[src/rtl/tmrps_pkg.sv]
package tmrps_pkg;

  // register indices on the bus; byte address is four times the index
  localparam logic [5:0] TMRPS_IDX_COUNT = 6'h01;
  localparam logic [5:0] TMRPS_IDX_CMP_SMALL = 6'h07;
  localparam logic [5:0] TMRPS_IDX_CMP_LARGE = 6'h08;
  localparam logic [5:0] TMRPS_IDX_OPTION = 6'h10;
  localparam logic [5:0] TMRPS_IDX_DIR = 6'h11;

  // reset values
  localparam logic [7:0] TMRPS_COUNT_RST = 8'h00;
  localparam logic [7:0] TMRPS_OPTION_RST = 8'hff;
  localparam logic [7:0] TMRPS_CMP_RST = 8'hff;
  localparam logic [5:0] TMRPS_DIR_RST = 6'h3f;

  // direction bit that belongs to the shared count pin
  localparam int TMRPS_DIR_PIN_BIT = 2;

  // timing: clock periods per instruction cycle, cycles of count hold after a write
  localparam int TMRPS_TOSC_NS = 20;
  localparam int TMRPS_INSTR_NS = 80;
  localparam int TMRPS_PHASES = TMRPS_INSTR_NS / TMRPS_TOSC_NS;
  localparam logic [1:0] TMRPS_WRITE_HOLD = 2'h2;

  // configuration register layout, bit 7 first
  typedef struct packed {
    logic wake_dis;
    logic pullup_dis;
    logic count_source_select;
    logic count_edge_select;
    logic prescaler_assignment;
    logic [2:0] prescale_ratio;
  } tmrps_option_t;

  // comparator control layout, bit 7 first; bit 7 is read-only
  typedef struct packed {
    logic comparator_result;
    logic comparator_pin_output_disable;
    logic polarity;
    logic comparator_timer_clock_select;
    logic enable;
    logic neg_ref;
    logic pos_ref;
    logic wake_dis;
  } tmrps_cmp_t;

  // instruction cycle phases
  typedef enum logic [1:0] {
    TMRPS_Q1,
    TMRPS_Q2,
    TMRPS_Q3,
    TMRPS_Q4
  } tmrps_phase_t;

  // count source selection
  typedef enum logic [1:0] {
    TMRPS_TIMER,
    TMRPS_PIN_COUNT,
    TMRPS_CMP_INTERNAL,
    TMRPS_CMP_ON_PIN
  } tmrps_mode_t;

endpackage

[src/rtl/tmrps_top.sv]
`timescale 1ns/100ps
`default_nettype none
module tmrps_top
  import tmrps_pkg::*;
#(
  parameter int ADDR_W = 8,
  parameter int PRESCALE_W = 8
)(
  // system
  input wire logic MCLK,
  input wire logic RST_N,
  // apb slave
  input wire logic PSEL,
  input wire logic PENABLE,
  input wire logic PWRITE,
  input wire logic [ADDR_W-1:0] PADDR,
  input wire logic [31:0] PWDATA,
  input wire logic [3:0] PSTRB,
  output logic [31:0] PRDATA,
  output logic PREADY,
  output logic PSLVERR,
  // shared count pin, two-way
  input wire logic EXT_PIN_I,
  output logic EXT_PIN_O,
  output logic EXT_PIN_OE_N,
  input wire logic PORT_LATCH,
  output logic [5:0] PIN_DIR,
  // comparator
  input wire logic COMP_RESULT,
  output logic [6:0] COMP_CTRL,
  // watchdog side of the prescaler
  input wire logic WDOG_TICK,
  input wire logic WDOG_CLEAR,
  output logic WDOG_TIMEOUT,
  // observed count
  output logic [7:0] COUNT_VALUE
);

  // registers
  logic [7:0] count_reg;
  tmrps_option_t option_reg;
  tmrps_cmp_t cmp_reg;
  logic [5:0] dir_reg;
  logic [31:0] prdata_reg;
  logic [1:0] hold_reg;
  tmrps_phase_t phase_reg;
  tmrps_phase_t phase_next;

  // synchronisers for the pin and the comparator result
  logic [1:0] async_in;
  logic [1:0] sync1_reg;
  logic [1:0] sync2_reg;
  logic [1:0] sync3_reg;
  logic [1:0] level_reg;

  // source path
  tmrps_mode_t mode;
  logic comp_out;
  logic src_level;
  logic src_adj;
  logic src_adj_d_reg;
  logic src_edge;
  logic pre_tap;
  logic pre_rise;
  logic pre_clr;
  logic pre_step;
  logic pre_on_counter;
  logic sampled_reg;
  logic sample_now;
  logic sample_val;
  logic cyc_tick;
  logic inc_evt;
  logic drive_comp;

  // bus decode
  logic [5:0] idx;
  logic setup;
  logic access;
  logic wr_en;
  logic mapped;
  logic count_wr;
  logic option_wr;
  logic cmp_wr;
  logic dir_wr;

  // apb decode; the slave never waits, so pready is tied high
  assign idx = PADDR[7:2];
  assign setup = PSEL & ~PENABLE;
  assign access = PSEL & PENABLE;
  assign wr_en = access & PWRITE & PSTRB[0];

  // decode of the five word slots
  always_comb
  begin
    mapped = 1'b0;
    unique case (idx)
      TMRPS_IDX_COUNT,
      TMRPS_IDX_CMP_SMALL,
      TMRPS_IDX_CMP_LARGE,
      TMRPS_IDX_OPTION,
      TMRPS_IDX_DIR: mapped = 1'b1;
      default: mapped = 1'b0;
    endcase
  end

  assign count_wr = wr_en & (idx == TMRPS_IDX_COUNT);
  assign option_wr = wr_en & (idx == TMRPS_IDX_OPTION);
  assign cmp_wr = wr_en & ((idx == TMRPS_IDX_CMP_SMALL) | (idx == TMRPS_IDX_CMP_LARGE));
  assign dir_wr = wr_en & (idx == TMRPS_IDX_DIR);

  assign PREADY = 1'b1;
  assign PSLVERR = access & ~mapped;
  assign PRDATA = prdata_reg;

  // read data captured in the setup cycle so it stands through the access phase;
  // configuration and direction are write-only and read as zero
  always_ff @(posedge MCLK or negedge RST_N)
  begin
    if (!RST_N)
      prdata_reg <= 32'h0000_0000;
    else if (setup & ~PWRITE)
    begin
      if (idx == TMRPS_IDX_COUNT)
        prdata_reg <= {24'h00_0000, count_reg};
      else if ((idx == TMRPS_IDX_CMP_SMALL) | (idx == TMRPS_IDX_CMP_LARGE))
        prdata_reg <= {24'h00_0000, comp_out, cmp_reg[6:0]};
      else
        prdata_reg <= 32'h0000_0000;
    end
  end

  // software registers
  always_ff @(posedge MCLK or negedge RST_N)
  begin
    if (!RST_N)
      option_reg <= tmrps_option_t'(TMRPS_OPTION_RST);
    else if (option_wr)
      option_reg <= tmrps_option_t'(PWDATA[7:0]);
  end

  // bit 7 of the comparator word is the live result and is not stored
  always_ff @(posedge MCLK or negedge RST_N)
  begin
    if (!RST_N)
      cmp_reg <= tmrps_cmp_t'(TMRPS_CMP_RST);
    else if (cmp_wr)
      cmp_reg <= tmrps_cmp_t'({1'b1, PWDATA[6:0]});
  end

  always_ff @(posedge MCLK or negedge RST_N)
  begin
    if (!RST_N)
      dir_reg <= TMRPS_DIR_RST;
    else if (dir_wr)
      dir_reg <= PWDATA[5:0];
  end

  // instruction cycle phases: one tick per cycle at the end of the fourth
  always_comb
  begin
    phase_next = TMRPS_Q1;
    unique case (phase_reg)
      TMRPS_Q1: phase_next = TMRPS_Q2;
      TMRPS_Q2: phase_next = TMRPS_Q3;
      TMRPS_Q3: phase_next = TMRPS_Q4;
      TMRPS_Q4: phase_next = TMRPS_Q1;
    endcase
  end

  always_ff @(posedge MCLK or negedge RST_N)
  begin
    if (!RST_N)
      phase_reg <= TMRPS_Q1;
    else
      phase_reg <= phase_next;
  end

  assign cyc_tick = (phase_reg == TMRPS_Q4);

  // pin and comparator pass three flops; a change counts once
  // the second and third agree
  assign async_in = {COMP_RESULT, EXT_PIN_I};

  for (genvar g = 0; g < 2; g++)
  begin : g_sync
    always_ff @(posedge MCLK or negedge RST_N)
    begin
      if (!RST_N)
      begin
        sync1_reg[g] <= 1'b0;
        sync2_reg[g] <= 1'b0;
        sync3_reg[g] <= 1'b0;
        level_reg[g] <= 1'b0;
      end
      else
      begin
        sync1_reg[g] <= async_in[g];
        sync2_reg[g] <= sync1_reg[g];
        sync3_reg[g] <= sync2_reg[g];
        if (sync2_reg[g] == sync3_reg[g])
          level_reg[g] <= sync3_reg[g];
      end
    end
  end

  // polarity bit set passes the result straight, clear inverts it
  assign comp_out = cmp_reg.polarity ? level_reg[1] : ~level_reg[1];

  // mode selection
  always_comb
  begin
    if (!option_reg.count_source_select)
      mode = TMRPS_TIMER;
    else if (!cmp_reg.comparator_timer_clock_select)
      mode = TMRPS_CMP_INTERNAL;
    else if (cmp_reg.comparator_pin_output_disable)
      mode = TMRPS_PIN_COUNT;
    else
      mode = TMRPS_CMP_ON_PIN;
  end

  // comparator-on-pin still counts through the pin input, so it sees
  // the pad's own delay just like an outside clock would
  always_comb
  begin
    src_level = level_reg[0];
    unique case (mode)
      TMRPS_TIMER: src_level = 1'b0;
      TMRPS_PIN_COUNT: src_level = level_reg[0];
      TMRPS_CMP_INTERNAL: src_level = comp_out;
      TMRPS_CMP_ON_PIN: src_level = level_reg[0];
    endcase
  end

  // falling edge select inverts the source so a rise is always counted
  assign src_adj = src_level ^ option_reg.count_edge_select;

  always_ff @(posedge MCLK or negedge RST_N)
  begin
    if (!RST_N)
      src_adj_d_reg <= 1'b1; // idle level of the adjusted source, so reset makes no edge
    else
      src_adj_d_reg <= src_adj;
  end

  assign src_edge = src_adj & ~src_adj_d_reg;

  // shared prescaler: serves the counter or the watchdog, never both
  assign pre_on_counter = ~option_reg.prescaler_assignment;

  always_comb
  begin
    if (!pre_on_counter)
      pre_step = WDOG_TICK;
    else if (mode == TMRPS_TIMER)
      pre_step = cyc_tick;
    else
      pre_step = src_edge;
  end

  assign pre_clr = (count_wr & pre_on_counter) | (WDOG_CLEAR & ~pre_on_counter);

  tmrps_prescale #(
    .WIDTH(PRESCALE_W)
  ) u_prescale (
    .clk(MCLK),
    .rst_n(RST_N),
    .clr(pre_clr),
    .step(pre_step),
    .ratio(option_reg.prescale_ratio),
    .tap(pre_tap),
    .tap_rise(pre_rise)
  );

  // watchdog gets the undivided tick when the prescaler is with the counter
  assign WDOG_TIMEOUT = pre_on_counter ? WDOG_TICK : pre_rise;

  // external source sampled at the second and fourth phase; a rise
  // between two samples requests one increment
  assign sample_now = (phase_reg == TMRPS_Q2) | (phase_reg == TMRPS_Q4);
  assign sample_val = pre_on_counter ? pre_tap : src_adj;

  always_ff @(posedge MCLK or negedge RST_N)
  begin
    if (!RST_N)
      sampled_reg <= 1'b1; // a zero here would count a phantom edge right after reset
    else if (sample_now)
      sampled_reg <= sample_val;
  end

  always_comb
  begin
    if (mode == TMRPS_TIMER)
      inc_evt = cyc_tick & (pre_on_counter ? pre_rise : 1'b1);
    else
      inc_evt = sample_now & sample_val & ~sampled_reg;
  end

  // write hold: two instruction cycles without counting after a write
  always_ff @(posedge MCLK or negedge RST_N)
  begin
    if (!RST_N)
      hold_reg <= 2'h0;
    else if (count_wr)
      hold_reg <= TMRPS_WRITE_HOLD;
    else if (cyc_tick && hold_reg != 2'h0)
      hold_reg <= hold_reg - 2'h1;
  end

  // the count itself; a write wins over an increment in the same cycle
  always_ff @(posedge MCLK or negedge RST_N)
  begin
    if (!RST_N)
      count_reg <= TMRPS_COUNT_RST;
    else if (count_wr)
      count_reg <= PWDATA[7:0];
    else if (inc_evt && hold_reg == 2'h0)
      count_reg <= count_reg + 8'h01;
  end

  assign COUNT_VALUE = count_reg;

  // pin drive: source select set forces the pin to input, except
  // that the comparator may drive it and still be read back
  assign drive_comp = (mode == TMRPS_CMP_ON_PIN);

  always_comb
  begin
    if (option_reg.count_source_select)
    begin
      EXT_PIN_OE_N = ~drive_comp;
      EXT_PIN_O = drive_comp ? comp_out : 1'b0;
    end
    else
    begin
      EXT_PIN_OE_N = dir_reg[TMRPS_DIR_PIN_BIT];
      EXT_PIN_O = PORT_LATCH;
    end
  end

  // direction of the port with the count pin forced to input in counter modes, and to output when the comparator drives it
  always_comb
  begin
    PIN_DIR = dir_reg;
    if (option_reg.count_source_select)
      PIN_DIR[TMRPS_DIR_PIN_BIT] = ~drive_comp;
  end

  assign COMP_CTRL = cmp_reg[6:0];

endmodule
`default_nettype wire

[src/rtl/tmrps_prescale.sv]
`timescale 1ns/100ps
`default_nettype none
module tmrps_prescale
  import tmrps_pkg::*;
#(
  parameter int WIDTH = 8
)(
  // clock and reset
  input wire logic clk,
  input wire logic rst_n,
  // control
  input wire logic clr,
  input wire logic step,
  input wire logic [2:0] ratio,
  // output
  output logic tap,
  output logic tap_rise
);

  logic [WIDTH-1:0] cnt_reg;
  logic [WIDTH-1:0] cnt_next;

  // bit n toggles every 2^n steps, so bit n divides by 2^(n+1)
  assign cnt_next = cnt_reg + {{(WIDTH-1){1'b0}}, 1'b1};
  assign tap = cnt_reg[ratio];
  assign tap_rise = step & ~clr & ~cnt_reg[ratio] & cnt_next[ratio];

  // internal count, cleared on reset and on demand, never visible on the bus
  always_ff @(posedge clk or negedge rst_n)
  begin
    if (!rst_n)
      cnt_reg <= '0;
    else if (clr)
      cnt_reg <= '0;
    else if (step)
      cnt_reg <= cnt_next;
  end

endmodule
`default_nettype wire

[config.mk]
export PLATFORM = sky130hd
export DESIGN_NAME = tmrps_top
export DESIGN_NICKNAME = d
export VERILOG_FILES = /design/src/rtl/tmrps_pkg.sv /design/src/rtl/tmrps_top.sv /design/src/rtl/tmrps_prescale.sv
export SDC_FILE = /design/constraint.sdc
export NUM_CORES = 1
export LEC_CHECK = 0
export ABC_AREA = 1
export BUFFER_PORTS_ARGS = -buffer_cell sky130_fd_sc_hd__buf_2
export CAP_MARGIN = 20
export CORE_MARGIN = 5
export CORE_UTILIZATION = 55
export CTS_BUF_LIST = sky130_fd_sc_hd__clkbuf_4
export DETAILED_ROUTE_END_ITERATION = 10
export PLACE_DENSITY = 0.87
export SYNTH_ARGS = -nofsm -noshare
export SYNTH_HDL_FRONTEND = slang
export SYNTH_SLANG_ARGS = --single-unit
[constraint.sdc]
create_clock -name MCLK -period 4.31 [get_ports MCLK]
set_input_delay 0.6465 -clock MCLK [delete_from_list [all_inputs] [get_ports MCLK]]
set_output_delay 0.6465 -clock MCLK [all_outputs]
set_load 0.05 [all_outputs]
==> results of run 1 <==
-- cells in the final DEF, fill, tap and decap left out, types with 5 or more instances in the layout --
cell and instances:
buf_2 57, clkbuf_4 11, nor2_1 12, nand3_1 32, ha_1 7, xor2_1 5, nand2_1 95, o21ai_0 38
dfrtp_1 36, dfstp_2 21, inv_2 5, o21ai_1 9, conb_1 25, inv_1 41, a22oi_1 7, or2_2 5
a21oi_1 8
-- worst paths after layout --
| kind | from | to | cells after the start |
|---|---|---|---|
| min in group asynchronous | RST_N | u_prescale.cnt_reg[3] | 1 |
| hold / removal | sync1_reg[1] | sync2_reg[1] | 0 |
| hold reg to reg | sync1_reg[1] | sync2_reg[1] | 0 |
| setup reg to reg | COMP_CTRL[5] | COUNT_VALUE[4] | 16 |
| setup / recovery | COMP_CTRL[5] | WDOG_TIMEOUT | 11 |
| max in group asynchronous | RST_N | option_reg[5] | 2 |
-- through the flow --
stage	area, sq um	hold WS (ns)	cells	setup WS [ns]
2_1_floorplan	3348	0.3312	424	0.9461
3_3_place_gp	3468	0.3335	518	1.446
3_5_place_dp	3468	0.3347	518	1.427
4_1_cts	3597	0.3333	534	1.327
5_1_grt	3597	0.3156	534	1.138
6_report	3597	0.3537	534	1.283
-- final cells by class --
type	count	area, sq um
Fill cell	527	2253
Multi-Input combinational cell	282	1456
Sequential cell	57	1453
Timing Repair Buffer	58	292.8
Inverter	46	172.7
Tap cell	75	93.84
Clock buffer	11	82.58
Clock inverter	5	46.29
-- worst max-delay path, delay by kind of cell (launching register included) --
kind | cells | cell delay (ns)
compound gates | 1 | 0.16
flops | 1 | 0.60
buf+inv | 2 | 0.36
simple gates | 8 | 0.87
-- metal layers --
layer  global-route usage, %  routed length, microns  vias to the layer above
met3                   4.541                     467                       16
li1                        -                       -                     1365
met5                       0                       0                        -
met4                   9.915                     149                        0
met1                   27.82                    3219                     1321
met2                   34.02                    3720                      113
-- cell families after synthesis --
kind of cell             Yosys count  synth area share, %
AND/OR/NAND/NOR                  171                24.78
AO/OA/AOI/OAI                     71                12.08
adder cells (fa/ha/maj)            9                3.299
other                              2               0.2302
flip-flops                        57                44.53
buffers and inverters             85                13.46
XOR/XNOR                           6                1.611
-- power groups by stage --
| stage | Clock, mW | Sequential [mW] | Combinational, mW |
|---|---|---|---|
| floorplan | 0 | 0.740 | 0.317 |
| global placement | 0 | 0.702 | 0.423 |
| detailed placement | 0 | 0.704 | 0.443 |
| CTS | 0.380 | 0.694 | 0.448 |
| global route | 0.404 | 0.709 | 0.500 |
| finish | 0.373 | 0.697 | 0.448 |
==> impl_metrics.yaml, run 1 <==
sta:
  tightest_slew_ns: 0.8693
  maxSlewHeadroom_pct: 42.04
  setup_viol: 0
  drv_slew: 0
  rsz0062_at_grt: "false"
  fmax_ghz: 0.3303
  period_needed_ns: 3.027
  hold_viol_final: 0
  timing.final.crit_share_pct: 70.23
  setup_tns_ns: 0
  fin_skew_ns: 0.01907
global_routing:
  grt.total_usage_pct: 21.37
  overflow: 0
  grt_pass1_vias: 2709
  grt_max_degree: 39
  antenna_found_initial: 0
  grt_pass1_wl_microns: 12520
floorplan:
  start_util_pct: 55.75
  core_sq_um: 5851
  ios: 112
  dieHeight_microns: 87.01
  die_w_microns: 87.01
  die_area_sq_um: 7571
  fp-row-count: 28
job:
  drv_cap: 0
critical_path:
  worstPathCellList: "inv_1 -> nand2_1 -> nand3_1 -> nand3_1 -> nand3_1 -> nand2_1 -> nand3_2 -> nor2_2 -> nand2_2 -> o21ai_0 -> buf_2"
  slowest_stage: "dfstp_2"
  critPathRequiredTime_ns: 3.66
  critPathLaunchType: "flop"
  reg2reg_slack_ns: 2.15
  worstPathMaxFanout: 6
  critPathArrivalTime_ns: 2.38
  crit_path_frequent_cell: "nand3_1"
  end_kind: "output pin"
  critPathKind: "reg -> out"
  slowest_delay_ns: 0.60
finish:
  area_delta_synth_final_pct: 10.28
  drive_gt1_share_pct: 25.49
  num_antenna_cells: 0
  final_nets: 515
  fin_util_pct: 61.48
route:
  wire_per_inst_microns: 14.15
  firstDrtPassIters: 5
  drt-total-wl_microns: 7557
  drc_errors: 0
  routed_via_density: 5.272
  drt_iter0_drc: 168
  vias: 2815
  ant_nets: 0
yosys:
  yosysMostFrequentCell: "nand2_1"
  synth-async-reset-ratio_pct: 100.0
  synth_top_area_share_pct: 27.62
  synthFlopType: "dfrtp_1"
  yosys_warnings: 0
  ys_seq_area_share_pct: 44.53
  synthCells: 401
  syn_avg_cell_area_sq_um: 8.134
  ys_ff_latch: 57
  yosys-top-cells-count: "95 x nand2_1, 41 x inv_1, 38 x o21ai_0, 36 x dfrtp_1"
  synth_cell_type_count: 37
  synth_largest_area_cell: "dfrtp_1"
  synth_enable_flop_cells: 0
  yosys-top-cells-area: "dfrtp_1 28%, dfstp_2 17%, nand2_1 11%"
  syn_area_sq_um: 3262
clock_network:
  clk_latency_ns: 0.40
  ctsRootBufferMaster: "clkbuf_4"
  cts_hold_buf: 0
  clockBufferDepth: 2
  htree_num_levels: 3
  cts_sinks: 57
  cts_setup_buffers: 0
  cts.clk_slew.worst_paths_ns: 0.09
  cts_tree: "built"
  cts_made_buffers: 9
  cts_resized: 0
pwr:
  peakVddDrop_v: 0.0002439
  powerDensity_nw_per_um2: 422.1
  pwr-share-comb_pct: 29.5
  internal-power_uw: 936.5
  p_leak_nw: 1.878
  power_frac_seq_pct: 45.9
  swShare_pct: 38.32
  pwr-share-clk_pct: 24.6
  switchingPower_uw: 581.8
  p_total_mw: 1.518
place:
  globalplace.congestion: 0.8963
  numPortBuffers: 57
  dp_hpwl_microns: 5670
hold_path:
  hold_path_class: "reg -> reg"
run_status:
  outcome: "complete, no violations"
No activity file was read; power rests on OpenSTA's default activity.
==> run 2, diff against run 1 <==
--- a/config.mk
+++ b/config.mk
@@ -9,10 +9,10 @@
 export BUFFER_PORTS_ARGS = -buffer_cell sky130_fd_sc_hd__buf_2
 export CAP_MARGIN = 20
 export CORE_MARGIN = 5
-export CORE_UTILIZATION = 55
+export CORE_UTILIZATION = 47
 export CTS_BUF_LIST = sky130_fd_sc_hd__clkbuf_4
 export DETAILED_ROUTE_END_ITERATION = 10
-export PLACE_DENSITY = 0.87
+export PLACE_DENSITY = 0.79
 export SYNTH_ARGS = -nofsm -noshare
 export SYNTH_HDL_FRONTEND = slang
 export SYNTH_SLANG_ARGS = --single-unit
==> constraint.sdc (replaced) <==
create_clock -name MCLK -period 2.7 [get_ports MCLK]
set_input_delay 0.405 -clock MCLK [delete_from_list [all_inputs] [get_ports MCLK]]
set_output_delay 0.405 -clock MCLK [all_outputs]
set_load 0.05 [all_outputs]
==> run 2 against run 1 <==
  * Global-route usage is 3.3 points lower
  * Power is 60% higher
  * Clock power is 59% higher
  * Largest cell class unchanged
  * Highest routed layer unchanged
  * Wire length is 0.53% lower
  * Final cell count is 1.5% higher
  * Clock skew is 0.011 ns lower
==> impl_metrics.yaml, run 2 (synthesis results as in run 1) <==
hold_path:
  min_path_cells: 1
  min-delay-start: "COMP_RESULT"
  holdPathEnd: "sync1_reg[1]"
  hold_path_class: "in -> reg"
route:
  wire_per_inst_microns: 13.87
  drc_errors: 0
  ant_nets: 0
  routed_via_density: 5.105
  firstDrtPassIters: 5
  drt_iter0_drc: 181
  drt-total-wl_microns: 7517
  vias: 2767
finish:
  fin_util_pct: 54.09
  drive_gt1_share_pct: 26.62
  final_common_cell: "nand2_1"
  fin_area_sq_um: 3655
  final_nets: 518
  num_antenna_cells: 0
  area_delta_synth_final_pct: 12.04
  layout_common_cells: "94 x nand2_1, 56 x buf_2, 41 x inv_1, 37 x o21ai_0, 36 x dfrtp_1"
sta:
  fin_skew_ns: 0.008544
  hold_viol_final: 0
  setup_viol: 0
  period_needed_ns: 2.525
  rsz0062_at_grt: "false"
  holdWs_ns: 0.1118
  timing.final.crit_share_pct: 93.53
  fmax_ghz: 0.3960
  setup_tns_ns: 0
  drv_slew: 0
run_status:
  outcome: "complete, no violations"
global_routing:
  grt_max_degree: 27
  overflow: 0
  grt_pass1_wl_microns: 12410
  grt_pass1_vias: 2609
  grt.total_usage_pct: 18.09
  antenna_found_initial: 0
pwr:
  power_frac_seq_pct: 46.1
  pwr-share-comb_pct: 29.5
  switchingPower_uw: 947.5
  powerDensity_nw_per_um2: 663.7
  pwr-share-clk_pct: 24.4
  internal-power_mw: 1.478
  swShare_pct: 39.06
  p_leak_nw: 1.897
  peakVddDrop_v: 0.0005265
critical_path:
  worstPathCellList: "inv_1 -> nand2_1 -> nand3_1 -> nand3_1 -> nand3_1 -> nand2_2 -> nand3_4 -> nor2_2 -> nand2_2 -> o21ai_2 -> buf_6"
  critPathRequiredTime_ns: 2.30
  critPathTopFamily: "simple AND/OR/NAND/NOR gates"
  worstPathMaxFanout: 6
  critPathLaunchType: "flop"
  slowest_stage: "dfstp_2"
  end_kind: "output pin"
  r2r_end: "COUNT_VALUE[5]"
  worstRegToRegCells: 14
  reg2reg_slack_ns: 0.63
  crit_path_frequent_cell: "nand3_1"
  worst-path-buf-inv: 2
  critPathArrivalTime_ns: 2.12
  r2r-start: "option_reg[0]"
  critPathKind: "reg -> out"
  slowest_delay_ns: 0.60
clock_network:
  cts_sinks: 57
  cts_setup_buffers: 0
  cts.clk_slew.worst_paths_ns: 0.09
  cts_made_buffers: 9
  clk_latency_ns: 0.39
  cts_tree: "built"
  ctsRootBufferMaster: "clkbuf_4"
  clockBufferDepth: 2
  htree_num_levels: 3
floorplan:
  ios: 112
  die_w_microns: 93.31
  core_sq_um: 6756
  fp-row-count: 30
  die_area_sq_um: 8706
  dieHeight_microns: 93.31
  start_util_pct: 48.28
place:
  numPortBuffers: 57
  placed_cell_area_sq_um: 3496
  dp_hpwl_microns: 5602
  globalplace.congestion: 0.8680
job:
  drv_cap: 0
==> run 2: what timing repair did <==
item                       CTS  global route
gates resized for setup      0             6
setup endpoints to repair    0             1
hold endpoints to repair     7             0
hold buffers                 1             0
==> run 2: per-layer routing <==
metal	vias to the layer above	GRT usage [%]	wire [microns]
met4	0	7.082	114
li1	1367	-	-
met1	1282	23.24	3265
met5	-	0	0
met3	10	4.747	566
met2	108	29.06	3571
==> run 2: worst max-delay path by stage <==
stage	from	endpoint	slack, ns	depth (start not counted)
after detailed placement	COMP_CTRL[5]	WDOG_TIMEOUT	0.45	11
after floorplan	COMP_CTRL[5]	WDOG_TIMEOUT	0.13	10
final	COMP_CTRL[5]	WDOG_TIMEOUT	0.17	11
after CTS	COMP_CTRL[5]	WDOG_TIMEOUT	0.006	11
after global placement	COMP_CTRL[5]	WDOG_TIMEOUT	0.48	11
after global routing	option_reg[5]	WDOG_TIMEOUT	0.02	11
==> run 2: stage by stage <==
stage               setup slack, ns  cells  total power, mW
floorplan                    0.1269    424            1.688
global placement             0.4758    525            1.808
detailed placement           0.4524    525            1.838
CTS                        0.006031    542            2.439
global route                0.01600    542            2.588
finish                       0.1747    542            2.426
==> run 2: cell type report <==
type | count | area, sq um
multi-input combinational | 282 | 1476
inverter | 46 | 172.7
tap | 80 | 100.1
clock buffer | 9 | 67.56
sequential | 57 | 1453
fill | 622 | 3102
clock inverter | 7 | 61.31
timing repair buffer | 61 | 324.1
==> run 2: power groups by stage <==
stage / logic (mW) / registers, mW / clock network [mW]
finish: 0.714 / 1.12 / 0.592
global route: 0.805 / 1.14 / 0.643
CTS: 0.713 / 1.12 / 0.610
detailed placement: 0.706 / 1.13 / 0
global placement: 0.684 / 1.12 / 0
floorplan: 0.506 / 1.18 / 0
==> run 3, diff against run 2 <==
--- a/config.mk
+++ b/config.mk
@@ -11,8 +11,9 @@
 export CORE_MARGIN = 5
 export CORE_UTILIZATION = 47
 export CTS_BUF_LIST = sky130_fd_sc_hd__clkbuf_4
+export CTS_CLUSTER_SIZE = 16
 export DETAILED_ROUTE_END_ITERATION = 10
-export PLACE_DENSITY = 0.79
+export PLACE_DENSITY = 0.86
 export SYNTH_ARGS = -nofsm -noshare
 export SYNTH_HDL_FRONTEND = slang
 export SYNTH_SLANG_ARGS = --single-unit
==> run 3 against run 2 <==
  * Final cell count grew 0.37%
  * Clock-buffer cell count up 1
  * Power rose by 1.2%
  * Wire length down 0.41%
  * Largest power group unchanged
  * Critical endpoint unchanged
  * Clock power grew 3%
  * Via count up 1.2%
  * Register-to-register slack gained 0.05 ns
  * Non-clock buffer count up 2
==> impl_metrics.yaml, run 3 (synthesis results as in run 1) <==
critical_path:
  crit_path_frequent_cell: "nand3_1"
  worstPathCellList: "inv_2 -> nor2_1 -> nand3_1 -> nand3_1 -> nand3_1 -> nand2_2 -> nand3_4 -> nor2_2 -> nand2_2 -> o21ai_1 -> buf_6"
  cp-endpoint: "WDOG_TIMEOUT"
  r2r_end: "COUNT_VALUE[1]"
  critPathRequiredTime_ns: 2.30
  worstRegToRegCells: 16
  crit_start: "option_reg[5]"
  r2r-start: "COMP_CTRL[5]"
  worstPathMaxFanout: 8
  critical_path_depth: 11
  critPathTopFamily: "simple AND/OR/NAND/NOR gates"
  end_kind: "output pin"
  slowest_stage: "dfstp_2"
  critPathArrivalTime_ns: 2.11
  critPathKind: "reg -> out"
  slowest_delay_ns: 0.58
  critPathLaunchType: "flop"
  reg2reg_slack_ns: 0.68
  worst-path-buf-inv: 2
hold_path:
  hold_path_class: "in -> reg"
  min-delay-start: "COMP_RESULT"
route:
  firstDrtPassIters: 5
  routed_via_density: 5.145
  drt_iter0_drc: 172
  drc_errors: 0
  wire_per_inst_microns: 13.76
  ant_nets: 0
  vias: 2799
  drt-total-wl_microns: 7486
finish:
  final_common_cell: "nand2_1"
  drive_gt1_share_pct: 26.94
  layout_common_cells: "94 x nand2_1, 56 x buf_2, 41 x inv_1, 37 x o21ai_0, 36 x dfrtp_1"
  area_delta_synth_final_pct: 12.58
  final_nets: 520
  stdcell_count: 544
  fin_area_sq_um: 3672
  fillCellCount: 625
  fin_util_pct: 54.35
  num_antenna_cells: 0
clock_network:
  cts.clk_slew.worst_paths_ns: 0.11
  cts_tree: "built"
  ctsRootBufferMaster: "clkbuf_4"
  clk_latency_ns: 0.40
  htree_num_levels: 3
  cts_sinks: 57
  cts_made_buffers: 9
  clockBufferDepth: 2
global_routing:
  grt.total_usage_pct: 18.34
  antenna_found_initial: 0
  grt_pass1_wl_microns: 12750
  overflow: 0
  grt_max_degree: 25
  grt_pass1_vias: 2723
place:
  placed_cell_area_sq_um: 3496
  numPortBuffers: 57
  globalplace.congestion: 0.9032
  place_inst: 525
  dp_hpwl_microns: 5637
sta:
  setup_viol: 0
  fmax_ghz: 0.3974
  hold_viol_final: 0
  holdWs_ns: 0.1037
  tightest_slew_ns: 0.5432
  maxSlewHeadroom_pct: 63.79
  fin_skew_ns: 0.01350
  period_needed_ns: 2.516
  drv_slew: 0
  timing.final.crit_share_pct: 93.20
pwr:
  peakVddDrop_v: 0.0003993
  powerDensity_nw_per_um2: 668.8
  p_leak_nw: 1.906
  p_total_mw: 2.456
floorplan:
  ios: 112
  die_area_sq_um: 8706
  core_sq_um: 6756
  fp-row-count: 30
  dieHeight_microns: 93.31
  die_w_microns: 93.31
  start_util_pct: 48.28
job:
  drv_cap: 0
run_status:
  outcome: "complete, no violations"
[run 3: cell types whose count changed in the layout (fill, tap and decap cells not counted)]
| cell | previous run | this run |
|---|---|---|
| buf_4 | 3 | 5 |
| clkbuf_4 | 9 | 10 |
| clkinv_1 | 2 | 1 |
| clkinv_2 | 3 | 2 |
| clkinvlp_4 | 0 | 1 |
| o21ai_1 | 9 | 10 |
| o21ai_2 | 1 | 0 |
[run 3: cell type report]
type | count | area (sq um) | share of cell area [%]
clock buffers | 10 | 75.07 | 2.044
flip-flops and latches | 57 | 1453 | 39.56
multi-input cells | 282 | 1473 | 40.10
inverters | 46 | 172.7 | 4.702
repair buffers | 63 | 339.1 | 9.233
well taps | 80 | 100.1 | 2.726
clock inverters | 6 | 60.06 | 1.635
[run 3: report_power, final]
group	total (mW)	internal [mW]	switching, mW
combinational	0.721	0.222	0.500
clock	0.611	0.288	0.323
sequential	1.12	0.985	0.139
[run 3: worst min-delay path by stage]
| stage | end | slack, ns | depth (start not counted) |
|---|---|---|---|
| finish | sync1_reg[1] | 0.10 | 1 |
| floorplan | COUNT_VALUE[0] | 0.11 | 0 |
| global route | sync1_reg[1] | 0.07 | 1 |
| CTS | sync1_reg[1] | 0.08 | 1 |
| detailed placement | sync2_reg[0] | 0.33 | 0 |
| global placement | sync2_reg[0] | 0.33 | 0 |
[run 3: what timing repair did]
item                                    4_1_cts  5_1_grt
hold buffers                                  1        0
buffers inserted                              0        2
endpoints found under the hold margin        16        0
endpoints found under the setup margin        1        1
resized for setup                             1        3
[run 3: layer usage]
layer / GRT usage [%] / part of all wire (%) / routed length, microns / vias up
met3: 5.068 / 7.4 / 554 / 8
met1: 23.17 / 40 / 3016 / 1302
li1: - / - / - / 1375
met2: 30.49 / 51 / 3821 / 114
met4: 5.617 / 1.2 / 93 / 0
met5: 0 / 0 / 0 / -
[run 3: metrics by stage]
step	TNS, ns	setup slack, ns
2_1_floorplan	0	0.1269
4_1_cts	0	0.04152
3_5_place_dp	0	0.4522
3_3_place_gp	0	0.5007
6_report	0	0.1837
5_1_grt	-0.001003	-0.001003
